[src/hdl/htu_regs.svh]
// Register map, field positions, reset values and vectors of the trap unit
// Assumes byte addresses on a 32-bit classic Wishbone bus
`ifndef HTU_REGS_SVH
`define HTU_REGS_SVH

// ----------------------------------------
// Register offsets
// ----------------------------------------
`define HTU_ADR_FLAGS 16'hffac
`define HTU_ADR_LOW_LIMIT 16'hffb0
`define HTU_ADR_HIGH_LIMIT 16'hffb4
`define HTU_ADR_CONTROL 16'hffb8
`define HTU_ADR_STATUS 16'hffbc

// ----------------------------------------
// Flag bit positions
// ----------------------------------------
`define HTU_BIT_NMI 15
`define HTU_BIT_STACK_OVERFLOW_FLAG 14
`define HTU_BIT_STACK_UNDERFLOW_FLAG 13
`define HTU_BIT_BADOPC 7
`define HTU_BIT_PROT 3
`define HTU_BIT_ODDOPA 2
`define HTU_BIT_ODDBR 1
`define HTU_BIT_NOBUS 0
`define HTU_FLAGS_MASK 16'he08f
`define HTU_CLASS_A_MASK 16'he000
`define HTU_CLASS_B_MASK 16'h008f
`define HTU_FLAGS_RESET 16'h0000

// ----------------------------------------
// Control and status fields
// ----------------------------------------
`define HTU_CTL_SEG_EN 0
`define HTU_CTL_EXTBUS_EN 1
`define HTU_CTL_RESET 16'h0000
`define HTU_LIMIT_LOW_RESET 16'h0000
`define HTU_LIMIT_HIGH_RESET 16'hffff

// ----------------------------------------
// Trap entry values
// ----------------------------------------
`define HTU_PRIO_LSB 12
`define HTU_PRIO_MAX 4'hf
`define HTU_SEG_ZERO 8'h00
`define HTU_VEC_NMI 16'h0004
`define HTU_VEC_STACK_OVERFLOW_FLAG 16'h0008
`define HTU_VEC_STACK_UNDERFLOW_FLAG 16'h000c
`define HTU_VEC_CLASS_B 16'h0010

`endif

[src/hdl/htu_pkg.sv]
// Types shared by the trap unit
// Assumes htu_regs.svh supplies the numbers
package htu_pkg;

  // Nesting level of trap handlers
  typedef enum logic [1:0] {
    HTU_IDLE = 2'b00,
    HTU_IN_B = 2'b01,
    HTU_IN_A = 2'b10,
    HTU_IN_A_OVER_B = 2'b11
  } htu_nest_t;

endpackage

[src/hdl/htu_trap_unit.sv]
// Hardware trap unit: detection, ranking and entry of eight hardware traps
// Assumes a CPU that signals instruction boundaries and return instructions,
// and software on a classic 32-bit Wishbone bus.
`timescale 1ns/1ps
`include "htu_regs.svh"

module htu_trap_unit
  import htu_pkg::*;
(
  input wire logic clk_i, // 50 MHz clock
  input wire logic rst_i, // Synchronous reset, active high
  input wire logic ce_i, // Clock enable, freezes all state when low
  // Wishbone slave
  input wire logic cyc_i, // Bus cycle
  input wire logic stb_i, // Strobe
  input wire logic we_i, // Write enable
  input wire logic [15:0] adr_i, // Byte address
  input wire logic [3:0] sel_i, // Byte selects
  input wire logic [31:0] dat_i, // Write data
  output logic [31:0] dat_o, // Read data
  output logic ack_o, // Acknowledge
  // External pin
  input wire logic nmi_n_i, // Non-maskable trap pin, falling edge
  // CPU detection inputs
  input wire logic [15:0] stack_pointer_i, // New stack pointer value
  input wire logic sp_dec_i, // Stack pointer decremented this cycle
  input wire logic sp_inc_i, // Stack pointer incremented this cycle
  input wire logic opcode_invalid_i, // Decoded opcode is not valid
  input wire logic prot_fault_i, // Protected instruction malformed
  input wire logic word_access_i, // Word operand read or write
  input wire logic [15:0] operand_adr_i, // Operand byte address
  input wire logic branch_i, // Branch taken
  input wire logic [15:0] branch_target_i, // Branch target address
  input wire logic ext_access_i, // External bus access request
  // CPU sequencing
  input wire logic boundary_i, // Instruction boundary
  input wire logic return_i, // Return-from-interrupt executed
  input wire logic [15:0] processor_status_word_i, // Current status word
  input wire logic [15:0] instruction_pointer_i, // Next instruction pointer
  input wire logic [15:0] fault_ip_i, // Pointer of instruction being decoded
  input wire logic [7:0] code_segment_pointer_i, // Current code segment
  // Trap entry outputs
  output logic trap_req_o, // Trap pending, stalls normal sequencing
  output logic trap_take_o, // Trap entry pulse
  output logic cancel_o, // Cancel faulting instruction at entry
  output logic [15:0] trap_vector_o, // Branch target
  output logic [15:0] push_psw_o, // Status word to push
  output logic [15:0] push_ip_o, // Pointer to push
  output logic [7:0] push_csp_o, // Code segment to push
  output logic push_csp_en_o, // Push code segment too
  output logic [15:0] new_psw_o, // Status word for the handler
  output logic [7:0] new_csp_o // Code segment for the handler
);

  // ----------------------------------------
  // Registers
  // ----------------------------------------
  logic [15:0] trap_request_flags;
  logic [15:0] stack_low_limit;
  logic [15:0] stack_high_limit;
  logic [15:0] control;
  htu_nest_t nest;
  htu_nest_t next_nest;
  logic nmi_s1;
  logic nmi_s2;
  logic nmi_s3;
  logic [15:0] bad_opc_ip;

  // Word write merge with byte selects
  function automatic logic [15:0] merge16(input logic [15:0] old, input logic [31:0] wd, input logic [3:0] sl);
    merge16 = {sl[1] ? wd[15:8] : old[15:8], sl[0] ? wd[7:0] : old[7:0]};
  endfunction

  // Fixed internal ranking of the first class
  function automatic logic [15:0] class_a_vector(input logic [15:0] f);
    if (f[`HTU_BIT_NMI])
      class_a_vector = `HTU_VEC_NMI;
    else if (f[`HTU_BIT_STACK_OVERFLOW_FLAG])
      class_a_vector = `HTU_VEC_STACK_OVERFLOW_FLAG;
    else
      class_a_vector = `HTU_VEC_STACK_UNDERFLOW_FLAG;
  endfunction

  // ----------------------------------------
  // Bus decode
  // ----------------------------------------
  wire bus_req = cyc_i && stb_i && !ack_o;
  wire bus_wr = bus_req && we_i;
  wire sel_flags = adr_i == `HTU_ADR_FLAGS;
  wire sel_low = adr_i == `HTU_ADR_LOW_LIMIT;
  wire sel_high = adr_i == `HTU_ADR_HIGH_LIMIT;
  wire sel_ctl = adr_i == `HTU_ADR_CONTROL;
  wire sel_stat = adr_i == `HTU_ADR_STATUS;
  wire [15:0] status_word = {14'h0000, nest};
  wire [15:0] read_word =
    sel_flags ? trap_request_flags :
    sel_low ? stack_low_limit :
    sel_high ? stack_high_limit :
    sel_ctl ? control :
    sel_stat ? status_word : 16'h0000;

  // ----------------------------------------
  // Trap detection
  // ----------------------------------------
  wire seg_en = control[`HTU_CTL_SEG_EN];
  wire nmi_fall = nmi_s3 && !nmi_s2;
  wire stack_overflow_flag_hit = sp_dec_i && (stack_pointer_i < stack_low_limit);
  wire stack_underflow_flag_hit = sp_inc_i && (stack_pointer_i > stack_high_limit);
  wire oddopa_hit = word_access_i && operand_adr_i[0];
  wire oddbr_hit = branch_i && branch_target_i[0];
  wire nobus_hit = ext_access_i && !control[`HTU_CTL_EXTBUS_EN];

  // One set bit per trap function
  wire [15:0] hw_set = {nmi_fall, stack_overflow_flag_hit, stack_underflow_flag_hit, 5'h00,
    opcode_invalid_i, 3'h0, prot_fault_i, oddopa_hit, oddbr_hit, nobus_hit};

  // Software write, then hardware set wins over a clear
  wire [15:0] sw_flags = (bus_wr && sel_flags) ? merge16(trap_request_flags, dat_i, sel_i) : trap_request_flags;
  wire [15:0] next_flags = (sw_flags | hw_set) & `HTU_FLAGS_MASK;

  // ----------------------------------------
  // Ranking and nesting
  // ----------------------------------------
  // Stored flags are the requests, whoever set them
  wire pend_a = |(trap_request_flags & `HTU_CLASS_A_MASK);
  wire pend_b = |(trap_request_flags & `HTU_CLASS_B_MASK);
  wire a_busy = (nest == HTU_IN_A) || (nest == HTU_IN_A_OVER_B);
  wire take_a = pend_a && !a_busy;
  wire take_b = pend_b && (nest == HTU_IDLE) && !take_a;
  wire take = boundary_i && (take_a || take_b);
  wire undo_b_ip = !take_a && trap_request_flags[`HTU_BIT_BADOPC];

  always_comb
  begin
    next_nest = nest;
    case (nest)
      HTU_IDLE:
      begin
        if (take && take_a)
          next_nest = HTU_IN_A;
        else if (take)
          next_nest = HTU_IN_B;
      end
      HTU_IN_B:
      begin
        if (take && take_a)
          next_nest = HTU_IN_A_OVER_B;
        else if (return_i)
          next_nest = HTU_IDLE;
      end
      HTU_IN_A:
      begin
        if (return_i)
          next_nest = HTU_IDLE;
      end
      HTU_IN_A_OVER_B:
      begin
        if (return_i)
          next_nest = HTU_IN_B;
      end
      default:
        next_nest = HTU_IDLE;
    endcase
  end

  assign trap_req_o = take_a || take_b;

  // ----------------------------------------
  // Pin synchroniser
  // ----------------------------------------
  always_ff @(posedge clk_i)
  begin
    if (rst_i)
    begin
      nmi_s1 <= 1'b1;
      nmi_s2 <= 1'b1;
      nmi_s3 <= 1'b1;
    end
    else if (ce_i)
    begin
      nmi_s1 <= nmi_n_i;
      nmi_s2 <= nmi_s1;
      nmi_s3 <= nmi_s2;
    end
  end

  // ----------------------------------------
  // Bus slave
  // ----------------------------------------
  always_ff @(posedge clk_i)
  begin
    if (rst_i)
    begin
      ack_o <= 1'b0;
      dat_o <= 32'h00000000;
    end
    else if (ce_i)
    begin
      ack_o <= bus_req;
      dat_o <= {16'h0000, read_word};
    end
  end

  // ----------------------------------------
  // Register file
  // ----------------------------------------
  always_ff @(posedge clk_i)
  begin
    if (rst_i)
    begin
      trap_request_flags <= `HTU_FLAGS_RESET;
      stack_low_limit <= `HTU_LIMIT_LOW_RESET;
      stack_high_limit <= `HTU_LIMIT_HIGH_RESET;
      control <= `HTU_CTL_RESET;
      nest <= HTU_IDLE;
    end
    else if (ce_i)
    begin
      trap_request_flags <= next_flags;
      nest <= next_nest;
      if (bus_wr && sel_low)
        stack_low_limit <= merge16(stack_low_limit, dat_i, sel_i);
      if (bus_wr && sel_high)
        stack_high_limit <= merge16(stack_high_limit, dat_i, sel_i);
      if (bus_wr && sel_ctl)
        control <= merge16(control, dat_i, sel_i) & 16'h0003;
    end
  end

  // Faulting pointer captured at every invalid opcode and held until the next one
  always_ff @(posedge clk_i)
  begin
    if (rst_i)
      bad_opc_ip <= 16'h0000;
    else if (ce_i && opcode_invalid_i)
      bad_opc_ip <= fault_ip_i;
  end

  // ----------------------------------------
  // Trap entry
  // ----------------------------------------
  always_ff @(posedge clk_i)
  begin
    if (rst_i)
    begin
      trap_take_o <= 1'b0;
      cancel_o <= 1'b0;
      trap_vector_o <= 16'h0000;
      push_psw_o <= 16'h0000;
      push_ip_o <= 16'h0000;
      push_csp_o <= 8'h00;
      push_csp_en_o <= 1'b0;
      new_psw_o <= 16'h0000;
      new_csp_o <= 8'h00;
    end
    else if (ce_i)
    begin
      trap_take_o <= take;
      if (take)
      begin
        trap_vector_o <= take_a ? class_a_vector(trap_request_flags) : `HTU_VEC_CLASS_B;
        cancel_o <= !take_a;
        push_psw_o <= processor_status_word_i;
        push_ip_o <= undo_b_ip ? bad_opc_ip : instruction_pointer_i;
        push_csp_o <= code_segment_pointer_i;
        push_csp_en_o <= seg_en;
        new_psw_o <= {`HTU_PRIO_MAX, processor_status_word_i[`HTU_PRIO_LSB-1:0]};
        new_csp_o <= seg_en ? `HTU_SEG_ZERO : code_segment_pointer_i;
      end
    end
  end

endmodule

[config.mk]
export PLATFORM = sky130hd
export DESIGN_NAME = htu_trap_unit
export DESIGN_NICKNAME = d
export VERILOG_FILES = /design/src/hdl/htu_pkg.sv /design/src/hdl/htu_trap_unit.sv
export VERILOG_INCLUDE_DIRS = /design/src /design/src/hdl
export SDC_FILE = /design/constraint.sdc
export NUM_CORES = 1
export LEC_CHECK = 0
export BUFFER_PORTS_ARGS = -buffer_cell sky130_fd_sc_hd__buf_2
export CORE_MARGIN = 2
export CORE_UTILIZATION = 35
export CTS_CLUSTER_SIZE = 12
export DETAILED_ROUTE_END_ITERATION = 10
export SYNTH_ARGS = -nofsm -noshare
export SYNTH_HDL_FRONTEND = slang
export SYNTH_SLANG_ARGS = --single-unit
[constraint.sdc]
create_clock -name clk_i -period 2.05 [get_ports clk_i]
set_input_delay 0.41 -clock clk_i [delete_from_list [all_inputs] [get_ports clk_i]]
set_output_delay 0.41 -clock clk_i [all_outputs]
set_load 0.1 [all_outputs]
# After elaboration in Yosys (flattened, before gate mapping)
# Cells that the tools add are included.
# Widths: inputs -> output; s select.
# word_totals
ff_bits	160
wordCells	91
# classes
order_cmp	2
eq_ne	10
n_mux	19
bitwise	1
n_reduce_logical	37
# op_table
operator	count
$mux 16	6
$eq 16x16->1 const B	5
$mux 8	3
$logic_and 1x1->1	20
$reduce_and 3->1	6
$gt 16x16->1	1
$lt 16x16->1	1
$or 16x16->16	1
$mux 2	7
$pmux 2 s4	1
$logic_not 1->1	5
$reduce_or 5->1	1
$eq 2x2->1 const B	2
$mux 4	1
$mux 3	1
$ne 3x2->1 const B	1
$reduce_or 3->1	1
$eq 2x1->1 const B	1
$logic_not 2->1	1
$logic_or 1x1->1	2
$ne 2x2->1 const B	1
$reduce_and 2->1	1

# Depth between registers and ports, before layout
# Gate-level depths: netlist of run 1.
# logic_depth
depth_word	11
depth_mapped	7
depth_no_buf	7

# Worst setup path before layout of run 1
# Ideal clock, no wire load.
# synth_timing
kind	reg-to-reg
from	reg ack_o
to	reg stack_low_limit[0]
setup_ns	0.128
arrival_ns	2.039
required_time_ns	1.922
path_slack_ns	-0.117
path_stages_with_launch	7
path_buffers	1
synth_period_minus_slack_ns	2.167
path_cell_list	dfxtp_1 > nand4b_1 > nor3_1 > nand4b_1 > clkbuf_1 > mux2i_1 > nor2_1
# synth_between
elab_chain_cells	5
# synth_lines
item	line_no	rtl
start: declaration	htu_trap_unit.sv:21	output logic ack_o,
start signal: assignment	htu_trap_unit.sv:199	ack_o <= bus_req;
$logic_not 1->1	htu_trap_unit.sv:87	wire bus_req = cyc_i && stb_i && !ack_o;
$logic_and 1x1->1	htu_trap_unit.sv:87	
$logic_and 1x1->1	htu_trap_unit.sv:88	wire bus_wr = bus_req && we_i;
$logic_and 1x1->1	htu_trap_unit.sv:221	if (bus_wr && sel_low)
$reduce_and 3->1 (no source line)	n/a	
end signal: assignment	htu_trap_unit.sv:212	stack_low_limit <= `HTU_LIMIT_LOW_RESET;
end signal: assignment	htu_trap_unit.sv:222	stack_low_limit <= merge16(stack_low_limit, dat_i, sel_i);
end: declaration	htu_trap_unit.sv:59	logic [15:0] stack_low_limit;
# No other way between the ends.
# A chain may end at the register's enable or synchronous reset.

# Final worst setup path of run 1
# layout_timing
from	reg trap_request_flags[13]
to	out trap_req_o
# layout_between
elab_chain_cells	5
# layout_lines
item	line_no	rtl
start: declaration	htu_trap_unit.sv:58	logic [15:0] trap_request_flags;
start signal: assignment	htu_trap_unit.sv:211	trap_request_flags <= `HTU_FLAGS_RESET;
start signal: assignment	htu_trap_unit.sv:219	trap_request_flags <= next_flags;
$reduce_or 3->1 *	htu_trap_unit.sv:125	wire pend_a = |(trap_request_flags & `HTU_CLASS_A_MASK);
$logic_and 1x1->1 *	htu_trap_unit.sv:128	wire take_a = pend_a && !a_busy;
$logic_not 1->1	htu_trap_unit.sv:129	wire take_b = pend_b && (nest == HTU_IDLE) && !take_a;
$logic_and 1x1->1	htu_trap_unit.sv:129	
$logic_or 1x1->1 *	htu_trap_unit.sv:166	assign trap_req_o = take_a || take_b;
end: declaration	htu_trap_unit.sv:43	output logic trap_req_o,
# Mark *: on every way between the ends. The rest lies on a longest branch, timed or not.

==> results of run 1 <==
[layout make-up]
cell class                      instances  area share
Antenna cell                            1    0.000300
Clock buffer                           20      0.0535
Clock inverter                         12      0.0168
Inverter                               35      0.0157
Multi-Input combinational cell        519       0.399
Sequential cell                       134       0.322
Tap cell                              234      0.0351
Timing Repair Buffer                  237       0.158
[where the power goes]
group / switching, mW / leakage [nW] / internal [mW]
Sequential: 0.0626 / 1.09 / 2.71
Clock: 1.21 / 0.290 / 1.84
Combinational: 1.33 / 2.65 / 0.359
Total: 2.61 / 4.04 / 4.91
[layer usage]
layer  up-vias  GRT usage  routed length [um]
met3        27     0.0411                 867
met4         0     0.0674                 438
met2       160      0.293                8540
li1       2940          -                   -
met5         -          0                   0
met1      2708      0.231                8040
[worst reg2reg max path: stages, from the launching register on]
cell and delay (ns):
dfxtp_1 0.36, inv_1 0.06, ha_1 0.31, a21oi_1 0.17
nand2_1 0.09, a221o_1 0.35, a211oi_1 0.22, o22ai_1 0.12
[state kept, by name, indices dropped and copies added, names as in the netlist]
| name | flops |
|---|---|
| nmi_s2 | 1 |
| stack_high_limit | 16 |
| trap_vector_o | 3 |
| new_csp_o | 8 |
| trap_request_flags | 8 |
| bad_opc_ip | 16 |
| ack_o | 1 |
| stack_low_limit | 16 |
| push_ip_o | 16 |
| trap_take_o | 1 |
| new_psw_o | 1 |
| push_csp_en_o | 1 |
| push_psw_o | 16 |
| nest | 2 |
| nmi_s1 | 1 |
| control | 2 |
| nmi_s3 | 1 |
| dat_o | 16 |
| push_csp_o | 8 |
[timing repair]
action,4_1_cts,5_1_grt
hold endpoints to repair,0,0
endpoints found under the setup margin,1,2
pin swaps,3,2
resized for setup,7,3
setup buffers,3,0
[cells by family (layout without fill, tap and decap cells)]
kind of cell    Yosys count  in the layout  share of synthesized area
flops                   134            134                      0.408
buf+inv                 122            304                      0.106
simple gates            231            231                      0.162
compound gates          173            173                      0.177
other cells               1             30                   0.000571
mux                      55             55                     0.0876
fa+ha+maj                31             31                     0.0591
[layout by cell type, fill, tap and decap left out, types with 6 or more instances in the layout]
cell type  count
a211oi_1      29
a21oi_1       70
a2bb2oi_1      7
a311o_1       16
buf_2        209
buf_4         23
clkbuf_16     17
conb_1        29
dfxtp_1      131
ha_1          31
inv_1         35
mux2i_1       53
nand2_1      115
nand3_1       10
nand3b_1       9
nand4_1        8
nand4b_1       6
nor2_1        58
o21a_1        16
o21ai_0       12
[per-stage QoR]
step | power, mW | hold WS, ns | setup TNS, ns | setup slack (ns)
2_1_floorplan | 4.20 | 0.431 | 0 | 0.0154
3_3_place_gp | 4.49 | 0.432 | -1.29 | -0.117
3_5_place_dp | 4.51 | 0.437 | -1.70 | -0.202
4_1_cts | 7.60 | 0.208 | 0 | 0.0136
5_1_grt | 7.80 | 0.211 | 0 | 0.0284
6_report | 7.52 | 0.225 | 0 | 0.105
[final timing paths]
kind,from,endpoint,slack [ns],depth (start not counted)
max,trap_request_flags[13],trap_req_o,0.10,4
max reg2reg,stack_high_limit[14],trap_request_flags[13],0.26,7
min reg2reg,dat_o[8],dat_o[8],0.45,2
min,processor_status_word_i[5],push_psw_o[5],0.23,3
==> results.md, run 1 <==
* CP max FO at 6
* Worst setup SP type: flip-flop
* 1st-iter DRT viols at 237
* FFs w/ async S/R, synth at 0
* Slowest CP cell: dfxtp_1
* Max-slew headroom at 0.649
* Initial antenna violation count at 1
* Register bit count reported by yosys at 134
* Root Driver: clkbuf_16
* Total CTS buffers at 17
* Post-layout util at 0.449
* Largest net degree at the start of global routing at 102
* Register area at 0.00269 mm2
* Post-synth top area share at 0.408
* Fin cells at 1,192
* Setup crit end kind: output port
* Routed len/inst at 15.0 um
* P&R area growth vs syn at 27.1%
* CTS H-tree lvls at 4
* Multi-input logic area at 0.00333 mm2
* DIE WIDTH at 141 um
* Final Cycle Share at 0.949
* Layout Skew at 0.00912 ns
* Outcome: finished, final reports clean
* CP Class: reg2out
* CP Data Arrival Time at 1.54 ns
* Core ar. at 0.0186 mm2
* Dominant synthesized flop cell: dfxtp_1
* Number of global-route vias before repair at 5,482
* 1st-pass router iterations at 4
* Hold Path Class: in2reg
* Clock-pin slew on the worst setup and hold paths at 0.06 ns
* Via count at 5,835
* Grt ovf at 0
* RSZ-0062 raised after global routing: no
* CP cell instances: nor3_4 > nor2_2 > or2_4 > buf_12
* Total Wirelength at 17,900 um
* Seq/Total Area, Yosys at 0.408
* Initial Util at 0.353
* Top cells by count, synth: dfxtp_1, nand2_1, a21oi_1
* GP Congestion at 0.802
* Placed cell area at 0.00770 mm2
* Max Fclk at 514 MHz
* Synthesized instance count at 747
* Clock Sinks at 134
* Post-CTS Hold Fix Bufs at 0
* Max cap viols at 0
* Leak at 4.04 nW
* Final Hold Viols at 0
* Syn Area/Cell at 8.79 um2
* Routed Antenna Nets at 0
* Avg Vias per Cell at 4.90
* All-Layer GR Usage at 0.179
* Design area at 0.00835 mm2
* # IOs at 289
* Synth top area cells: dfxtp_1, mux2i_1, nand2_1
* Layout Nets at 1,147
* PwrDens at 901 mW/mm2
* Share of layout cells above drive strength 1 at 0.298
* Top Family by Delay on Critical Path: simple AND/OR/NAND/NOR gates
* I/O Buffers at 211
* Max-slew violation count at 0
* Full die area at 0.0199 mm2
* First-pass GRT wire length at 28,300 um
* Most frequent cell after synthesis: dfxtp_1
* Netlist cell types at 52
* Slowest Stage Delay on Critical Path at 0.34 ns
* Post-detail-place hpwl at 13,000 um
* Synth area leader: dfxtp_1
* Bufs and invs on worst path at 1
* Synth warnings at 0
* Clk_lat worst skew at 0.42 ns
* Fillers at 1,845
* Site Rows at 50
* Peak VDD IR at 0.581 mV
* Post-synth EDFFs at 0
* Final setup viols at 0
* Bufs on Longest Clock Path at 2
* CTS tree: done
* Crit path time final at 1.95 ns
* Mapped Area at 0.00657 mm2
* Die H at 141 um
* Critical Path RT at 1.64 ns
* Worst-margin pin slew at 0.530 ns
* Inst Count DP at 1,156
* DRC at 0
(Power assumes the default switching activity.)
==> run 2, diff against run 1 <==
--- a/config.mk
+++ b/config.mk
@@ -11,6 +11,7 @@
 export CORE_UTILIZATION = 35
 export CTS_CLUSTER_SIZE = 12
 export DETAILED_ROUTE_END_ITERATION = 10
+export PLACE_DENSITY_LB_ADDON = 0.12
 export SYNTH_ARGS = -nofsm -noshare
 export SYNTH_HDL_FRONTEND = slang
 export SYNTH_SLANG_ARGS = --single-unit
==> run 2 against run 1 <==
Global-route usage up 0.42 points. Clock skew about the same. Utilization up 0.42 points. Critical path depth unchanged.
==> results.md, run 2 (same netlist as run 1, synthesis figures left out) <==
* Die H at 141 um (unchanged)
* Final Cycle Share at 0.947 (-0.00202)
* Clk_lat worst skew at 0.42 ns (about the same)
* Post-CTS Hold Fix Bufs at 0 (unchanged)
* DIE WIDTH at 141 um (unchanged)
* Worst-margin pin slew at 0.525 ns (-0.00495 ns)
* CP max FO at 6 (unchanged)
* CP Class: reg2out
* P&R area growth vs syn at 28.3%
* Setup crit end kind: output port
* Via count at 5,742 (-1.6%)
* CP Data Arrival Time at 1.53 ns (about the same)
* Hold EP: nmi_s1
* Initial antenna violation count at 1 (unchanged)
* Total Wirelength at 17,800 um (-0.25%)
* Full die area at 0.0199 mm2 (unchanged)
* Hold Path Cell Cnt at 2 (-1)
* Post-layout util at 0.454 (+0.00418)
* First-pass GRT wire length at 28,700 um (+1.2%)
* Design area at 0.00843 mm2 (+0.93%)
* Max cap viols at 0 (unchanged)
* DRC at 0 (unchanged)
* Max Fclk at 515 MHz (+0.21%)
* CTS tree: done
* Final setup viols at 0 (unchanged)
* HP Start: nmi_n_i
* Site Rows at 50 (unchanged)
* Root Driver: clkbuf_16
* CTS H-tree lvls at 4 (unchanged)
* Ant diodes at 0 (-1)
* Initial Util at 0.353 (unchanged)
* Commonest non-fill, non-tap cell in the layout: buf_2
* 1st-pass router iterations at 4 (unchanged)
* Post-detail-place hpwl at 13,300 um (+2.0%)
* Number of global-route vias before repair at 5,431 (-0.93%)
* Grt ovf at 0 (unchanged)
* Clock-pin slew on the worst setup and hold paths at 0.06 ns (about the same)
* All-Layer GR Usage at 0.183 (+0.00418)
* Routed Antenna Nets at 0 (unchanged)
* R2r setup slk at 0.33 ns (+0.07 ns)
* Outcome: finished, final reports clean
* Avg Vias per Cell at 4.81 (-1.8%)
* Worst setup SP type: flip-flop
* Clock Sinks at 134 (unchanged)
* Largest net degree at the start of global routing at 88 (-14%)
* 1st-iter DRT viols at 205 (-14%)
* Layout Nets at 1,151 (+0.35%)
* Total CTS buffers at 17 (unchanged)
* RSZ-0062 raised after global routing: no
* Capturing point of the worst reg2reg path: trap_request_flags[13]
* Leak at 4.07 nW (+0.89%)
* Critical Path RT at 1.64 ns (about the same)
* Max-slew headroom at 0.652 (+0.00328)
* Peak VDD IR at 0.595 mV (+2.5%)
* Placed cell area at 0.00775 mm2 (+0.65%)
* Hold Path Class: in2reg
* GP Congestion at 0.847 (+5.7%)
* Layout Skew at 0.00910 ns (-0.0000252 ns)
* Worst r2r src: stack_high_limit[14]
* Core ar. at 0.0186 mm2 (unchanged)
* Bufs on Longest Clock Path at 2 (unchanged)
* I/O Buffers at 211 (unchanged)
* # IOs at 289 (unchanged)
* Crit path time final at 1.94 ns (-0.00414 ns)
* Max-slew violation count at 0 (unchanged)
* Most frequent cells in the layout: buf_2, dfxtp_1, nand2_1
* Final Hold Viols at 0 (unchanged)
* Share of layout cells above drive strength 1 at 0.303 (+0.00500)
* Final TNS setup at 0 ns (unchanged)
* Routed len/inst at 14.9 um (-0.50%)
* PwrDens at 913 mW/mm2 (+1.3%)
* Worst Reg2Reg Path Length in Cells at 7 (unchanged)
==> run 2: worst max-delay path: stages (launching register included) <==
cell     delay [ns]
dfxtp_2        0.34
nor3_4         0.23
nor2_2         0.10
or2_4          0.28
buf_12         0.17
==> run 2: worst max path at each step <==
| stage | slack (ns) | endpoint | startpoint | cells after the start |
|---|---|---|---|---|
| final | 0.11 | trap_req_o | trap_request_flags[13] | 4 |
| after floorplan | 0.02 | stack_high_limit[5] | adr_i[0] | 7 |
| after CTS | 0.004 | trap_req_o | trap_request_flags[15] | 4 |
| after global routing | 0.01 | trap_req_o | trap_request_flags[7] | 4 |
| after detailed placement | -0.1 | trap_request_flags[1] | adr_i[0] | 7 |
| after global placement | -0.1 | trap_request_flags[1] | adr_i[0] | 7 |
==> run 2: layout make-up <==
class                   instances  area [um2]
clock buffers                  20         457
clock inverters                12         168
fillers                      1928       10200
inverters                      35         131
multi-input cells             519        3330
flip-flops and latches        134        2690
well taps                     234         293
repair buffers                241        1360
==> run 2: routing by layer <==
| layer | track usage | part of all wire |
|---|---|---|
| met4 | 0.0616 | 0.016 |
| met3 | 0.0459 | 0.058 |
| met5 | 0 | 0 |
| met1 | 0.253 | 0.48 |
| met2 | 0.279 | 0.44 |
==> run 2: power breakdown <==
group          internal, mW  switching [mW]
Clock                  2.00            1.22
Sequential             2.71          0.0598
Combinational         0.368            1.33
==> run 2: metrics by stage <==
stage          std cells  setup WS, ns  total power, mW  hold WS [ns]
3_3_place_gp        1161       -0.0985             4.52         0.433
6_report            1195         0.109             7.69         0.201
5_1_grt             1195       0.00996             8.02         0.196
3_5_place_dp        1161       -0.0994             4.52         0.441
2_1_floorplan        775        0.0154             4.20         0.431
4_1_cts             1194       0.00391             7.78         0.185
==> run 2: what timing repair did <==
action	in CTS	in global routing
setup endpoints to repair	1	1
gates resized for setup	5	5
pin swaps	3	2
buffers inserted	1	1
==> run 3, diff against run 2 <==
--- a/config.mk
+++ b/config.mk
@@ -7,8 +7,9 @@
 export NUM_CORES = 1
 export LEC_CHECK = 0
 export BUFFER_PORTS_ARGS = -buffer_cell sky130_fd_sc_hd__buf_2
+export CORE_ASPECT_RATIO = 0.6
 export CORE_MARGIN = 2
-export CORE_UTILIZATION = 35
+export CORE_UTILIZATION = 43
 export CTS_CLUSTER_SIZE = 12
 export DETAILED_ROUTE_END_ITERATION = 10
 export PLACE_DENSITY_LB_ADDON = 0.12
==> run 3 against run 2 <==
Worst hold slack improved by 0.021 ns. Non-clock buffer count rose by 1. Clock power is 8.1% higher. Sequential power is essentially flat. Flip-flop and latch count did not move. Clock skew increased by 0.00095 ns. Global-route usage increased by 4.5 points. Die area is 18% lower. Utilization grew 12 points. Critical path depth unchanged. Largest power group unchanged.
==> results.md, run 3 (same netlist as run 1, synthesis figures left out) <==
* Sw Share at 0.337 (-0.00288)
* Placed cell area at 0.00768 mm2 (-0.97%)
* Initial antenna violation count at 1 (unchanged)
* Site Rows at 34 (-32%)
* Layout Skew at 0.0101 ns (+0.000954 ns)
* Worst setup SP type: flip-flop
* Initial Util at 0.446 (+0.0927)
* Via count at 5,782 (+0.70%)
* Clk_lat worst skew at 0.42 ns (about the same)
* Post-layout util at 0.570 (+0.116)
* Grt ovf at 0 (unchanged)
* Number of global-route vias before repair at 5,272 (-2.9%)
* Largest net degree at the start of global routing at 54 (-39%)
* Share of layout cells above drive strength 1 at 0.302 (-0.000315)
* DRC at 0 (unchanged)
* Root Driver: clkbuf_16
* CP Class: reg2out
* CP cell instances: nor2_1 > a211oi_2 > or2_4 > buf_12
* Avg Vias per Cell at 4.98 (+3.7%)
* Final Hold Viols at 0 (unchanged)
* Fin cells at 1,160 (-2.9%)
* Bufs and invs on worst path at 1 (unchanged)
* Crit path time final at 1.98 ns (+0.0369 ns)
* Most frequent cells in the layout: buf_2, dfxtp_1, nand2_1
* Design area at 0.00839 mm2 (-0.49%)
* Slowest CP cell: dfxtp_1
* Top Family by Delay on Critical Path: flip-flops
* Flop pwr share at 0.349 (-0.011)
* Final Cycle Share at 0.965 (+0.0180)
* Max cap viols at 0 (unchanged)
* Layout Nets at 1,152 (+0.087%)
* P&R area growth vs syn at 27.7%
* Outcome: finished, final reports clean
* Total CTS buffers at 17 (unchanged)
* Core ar. at 0.0147 mm2 (-21%)
* CTS H-tree lvls at 4 (unchanged)
* Post-CTS Hold Fix Bufs at 0 (unchanged)
* Post-detail-place hpwl at 13,900 um (+4.7%)
* Setup crit end kind: output port
* 1st-iter DRT viols at 384 (+87%)
* Clock power frac at 0.438 (+0.019)
* Max Fclk at 506 MHz (-1.9%)
* Bufs on Longest Clock Path at 2 (unchanged)
* Die H at 99.7 um (-29%)
* CP max FO at 4 (-2)
* Peak VDD IR at 0.527 mV (-11%)
* All-Layer GR Usage at 0.228 (+0.0453)
* GP Congestion at 0.859 (+1.3%)
* Clock-pin slew on the worst setup and hold paths at 0.06 ns (about the same)
* # IOs at 289 (unchanged)
* First-pass GRT wire length at 28,800 um (+0.29%)
* Worst-margin pin slew at 0.696 ns (+0.171 ns)
* Fillers at 1,425 (-26%)
* 1st-pass router iterations at 5 (+1)
* Leak at 4.08 nW (+0.26%)
* Logic pwr share at 0.214 (-0.007)
* NetSw at 2.68 mW (+2.4%)
* Commonest non-fill, non-tap cell in the layout: buf_2
* Clock Sinks at 134 (unchanged)
* CP Data Arrival Time at 1.57 ns (+0.04 ns)
* I/O Buffers at 211 (unchanged)
* Ant diodes at 0 (unchanged)
* Routed len/inst at 15.9 um (+6.8%)
* DIE WIDTH at 164 um (+16%)
* PwrDens at 948 mW/mm2 (+3.8%)
* Critical Path RT at 1.64 ns (about the same)
* Slowest Stage Delay on Critical Path at 0.40 ns (+0.06 ns)
* Hold Path Class: in2reg
* Post-place setup slack at -0.138 ns (-0.0387 ns)
* Final setup viols at 0 (unchanged)
* Inst Count DP at 1,126 (-3.0%)
* CTS tree: done
* Full die area at 0.0163 mm2 (-18%)
* Total Wirelength at 18,500 um (+3.7%)
* Routed Antenna Nets at 0 (unchanged)
* Minimum setup slack in the final design at 0.0721 ns (-0.0369 ns)
* Max-slew headroom at 0.535 (-0.117)
* Internal Power at 5.27 mW (+3.7%)
* Max-slew violation count at 0 (unchanged)
-- run 3: cell count changes in the layout (fill, tap and decap cells not counted) --
| cell | previous run | this run |
|---|---|---|
| bufinv_16 | 3 | 5 |
| inv_8 | 0 | 3 |
| clkinvlp_4 | 1 | 0 |
| buf_12 | 6 | 3 |
| dfxtp_1 | 130 | 131 |
| dfxtp_2 | 4 | 3 |
| buf_4 | 26 | 30 |
| clkinv_4 | 4 | 2 |
| nor3_2 | 0 | 1 |
| nor3_4 | 2 | 1 |
| clkbuf_8 | 2 | 0 |
-- run 3: power groups by stage --
| stage | logic [mW] | clock network [mW] | registers [mW] |
|---|---|---|---|
| finish | 1.70 | 3.48 | 2.77 |
| CTS | 1.70 | 3.55 | 2.77 |
| floorplan | 0.840 | 0 | 3.36 |
| global route | 1.80 | 3.67 | 2.78 |
| detailed placement | 1.68 | 0 | 2.83 |
| global placement | 1.68 | 0 | 2.82 |
-- run 3: final cells by class --
class	count	area (um2)	share of cell area
Inverter	35	131	0.0157
Multi-Input combinational cell	519	3320	0.396
Timing Repair Buffer	242	1330	0.159
Clock inverter	14	236	0.0282
Tap cell	198	248	0.0295
Sequential cell	134	2690	0.320
Clock buffer	18	429	0.0512
-- run 3: timing repair --
action                     4_1_cts  5_1_grt
setup endpoints to repair        1        1
resized for setup                6        2
buffers inserted                 2        0
pin swaps                        2        2
-- run 3: worst register-to-register path, stage by stage (launching register included) --
cell and delay [ns]:
dfxtp_1 0.36, inv_1 0.06, ha_1 0.30, a21o_1 0.17, a21o_1 0.17, a21oi_1 0.23, a211oi_1 0.11, o32ai_1 0.31
-- run 3: final timing paths --
check,start,to,slack [ns],depth (start not counted)
hold / removal,return_i,nest[0],0.22,2
setup / recovery,trap_request_flags[7],trap_req_o,0.07,4
setup reg to reg,stack_low_limit[5],trap_request_flags[14],0.22,7
hold reg to reg,dat_o[11],dat_o[11],0.45,2
-- run 3: layer usage --
metal | track usage | wire, um | vias to the layer above
li1 | - | - | 2956
met1 | 0.349 | 9570 | 2619
met2 | 0.308 | 7250 | 188
met3 | 0.0634 | 1480 | 19
met4 | 0.0661 | 195 | 0
met5 | 0 | 0 | -
-- run 3: metrics by stage --
step	hold WS, ns	TNS (ns)	total power, mW
floorplan	0.431	0	4.20
global placement	0.434	-1.43	4.51
CTS	0.207	0	8.02
detailed placement	0.438	-1.73	4.51
finish	0.222	0	7.95
global route	0.202	-0.00829	8.25
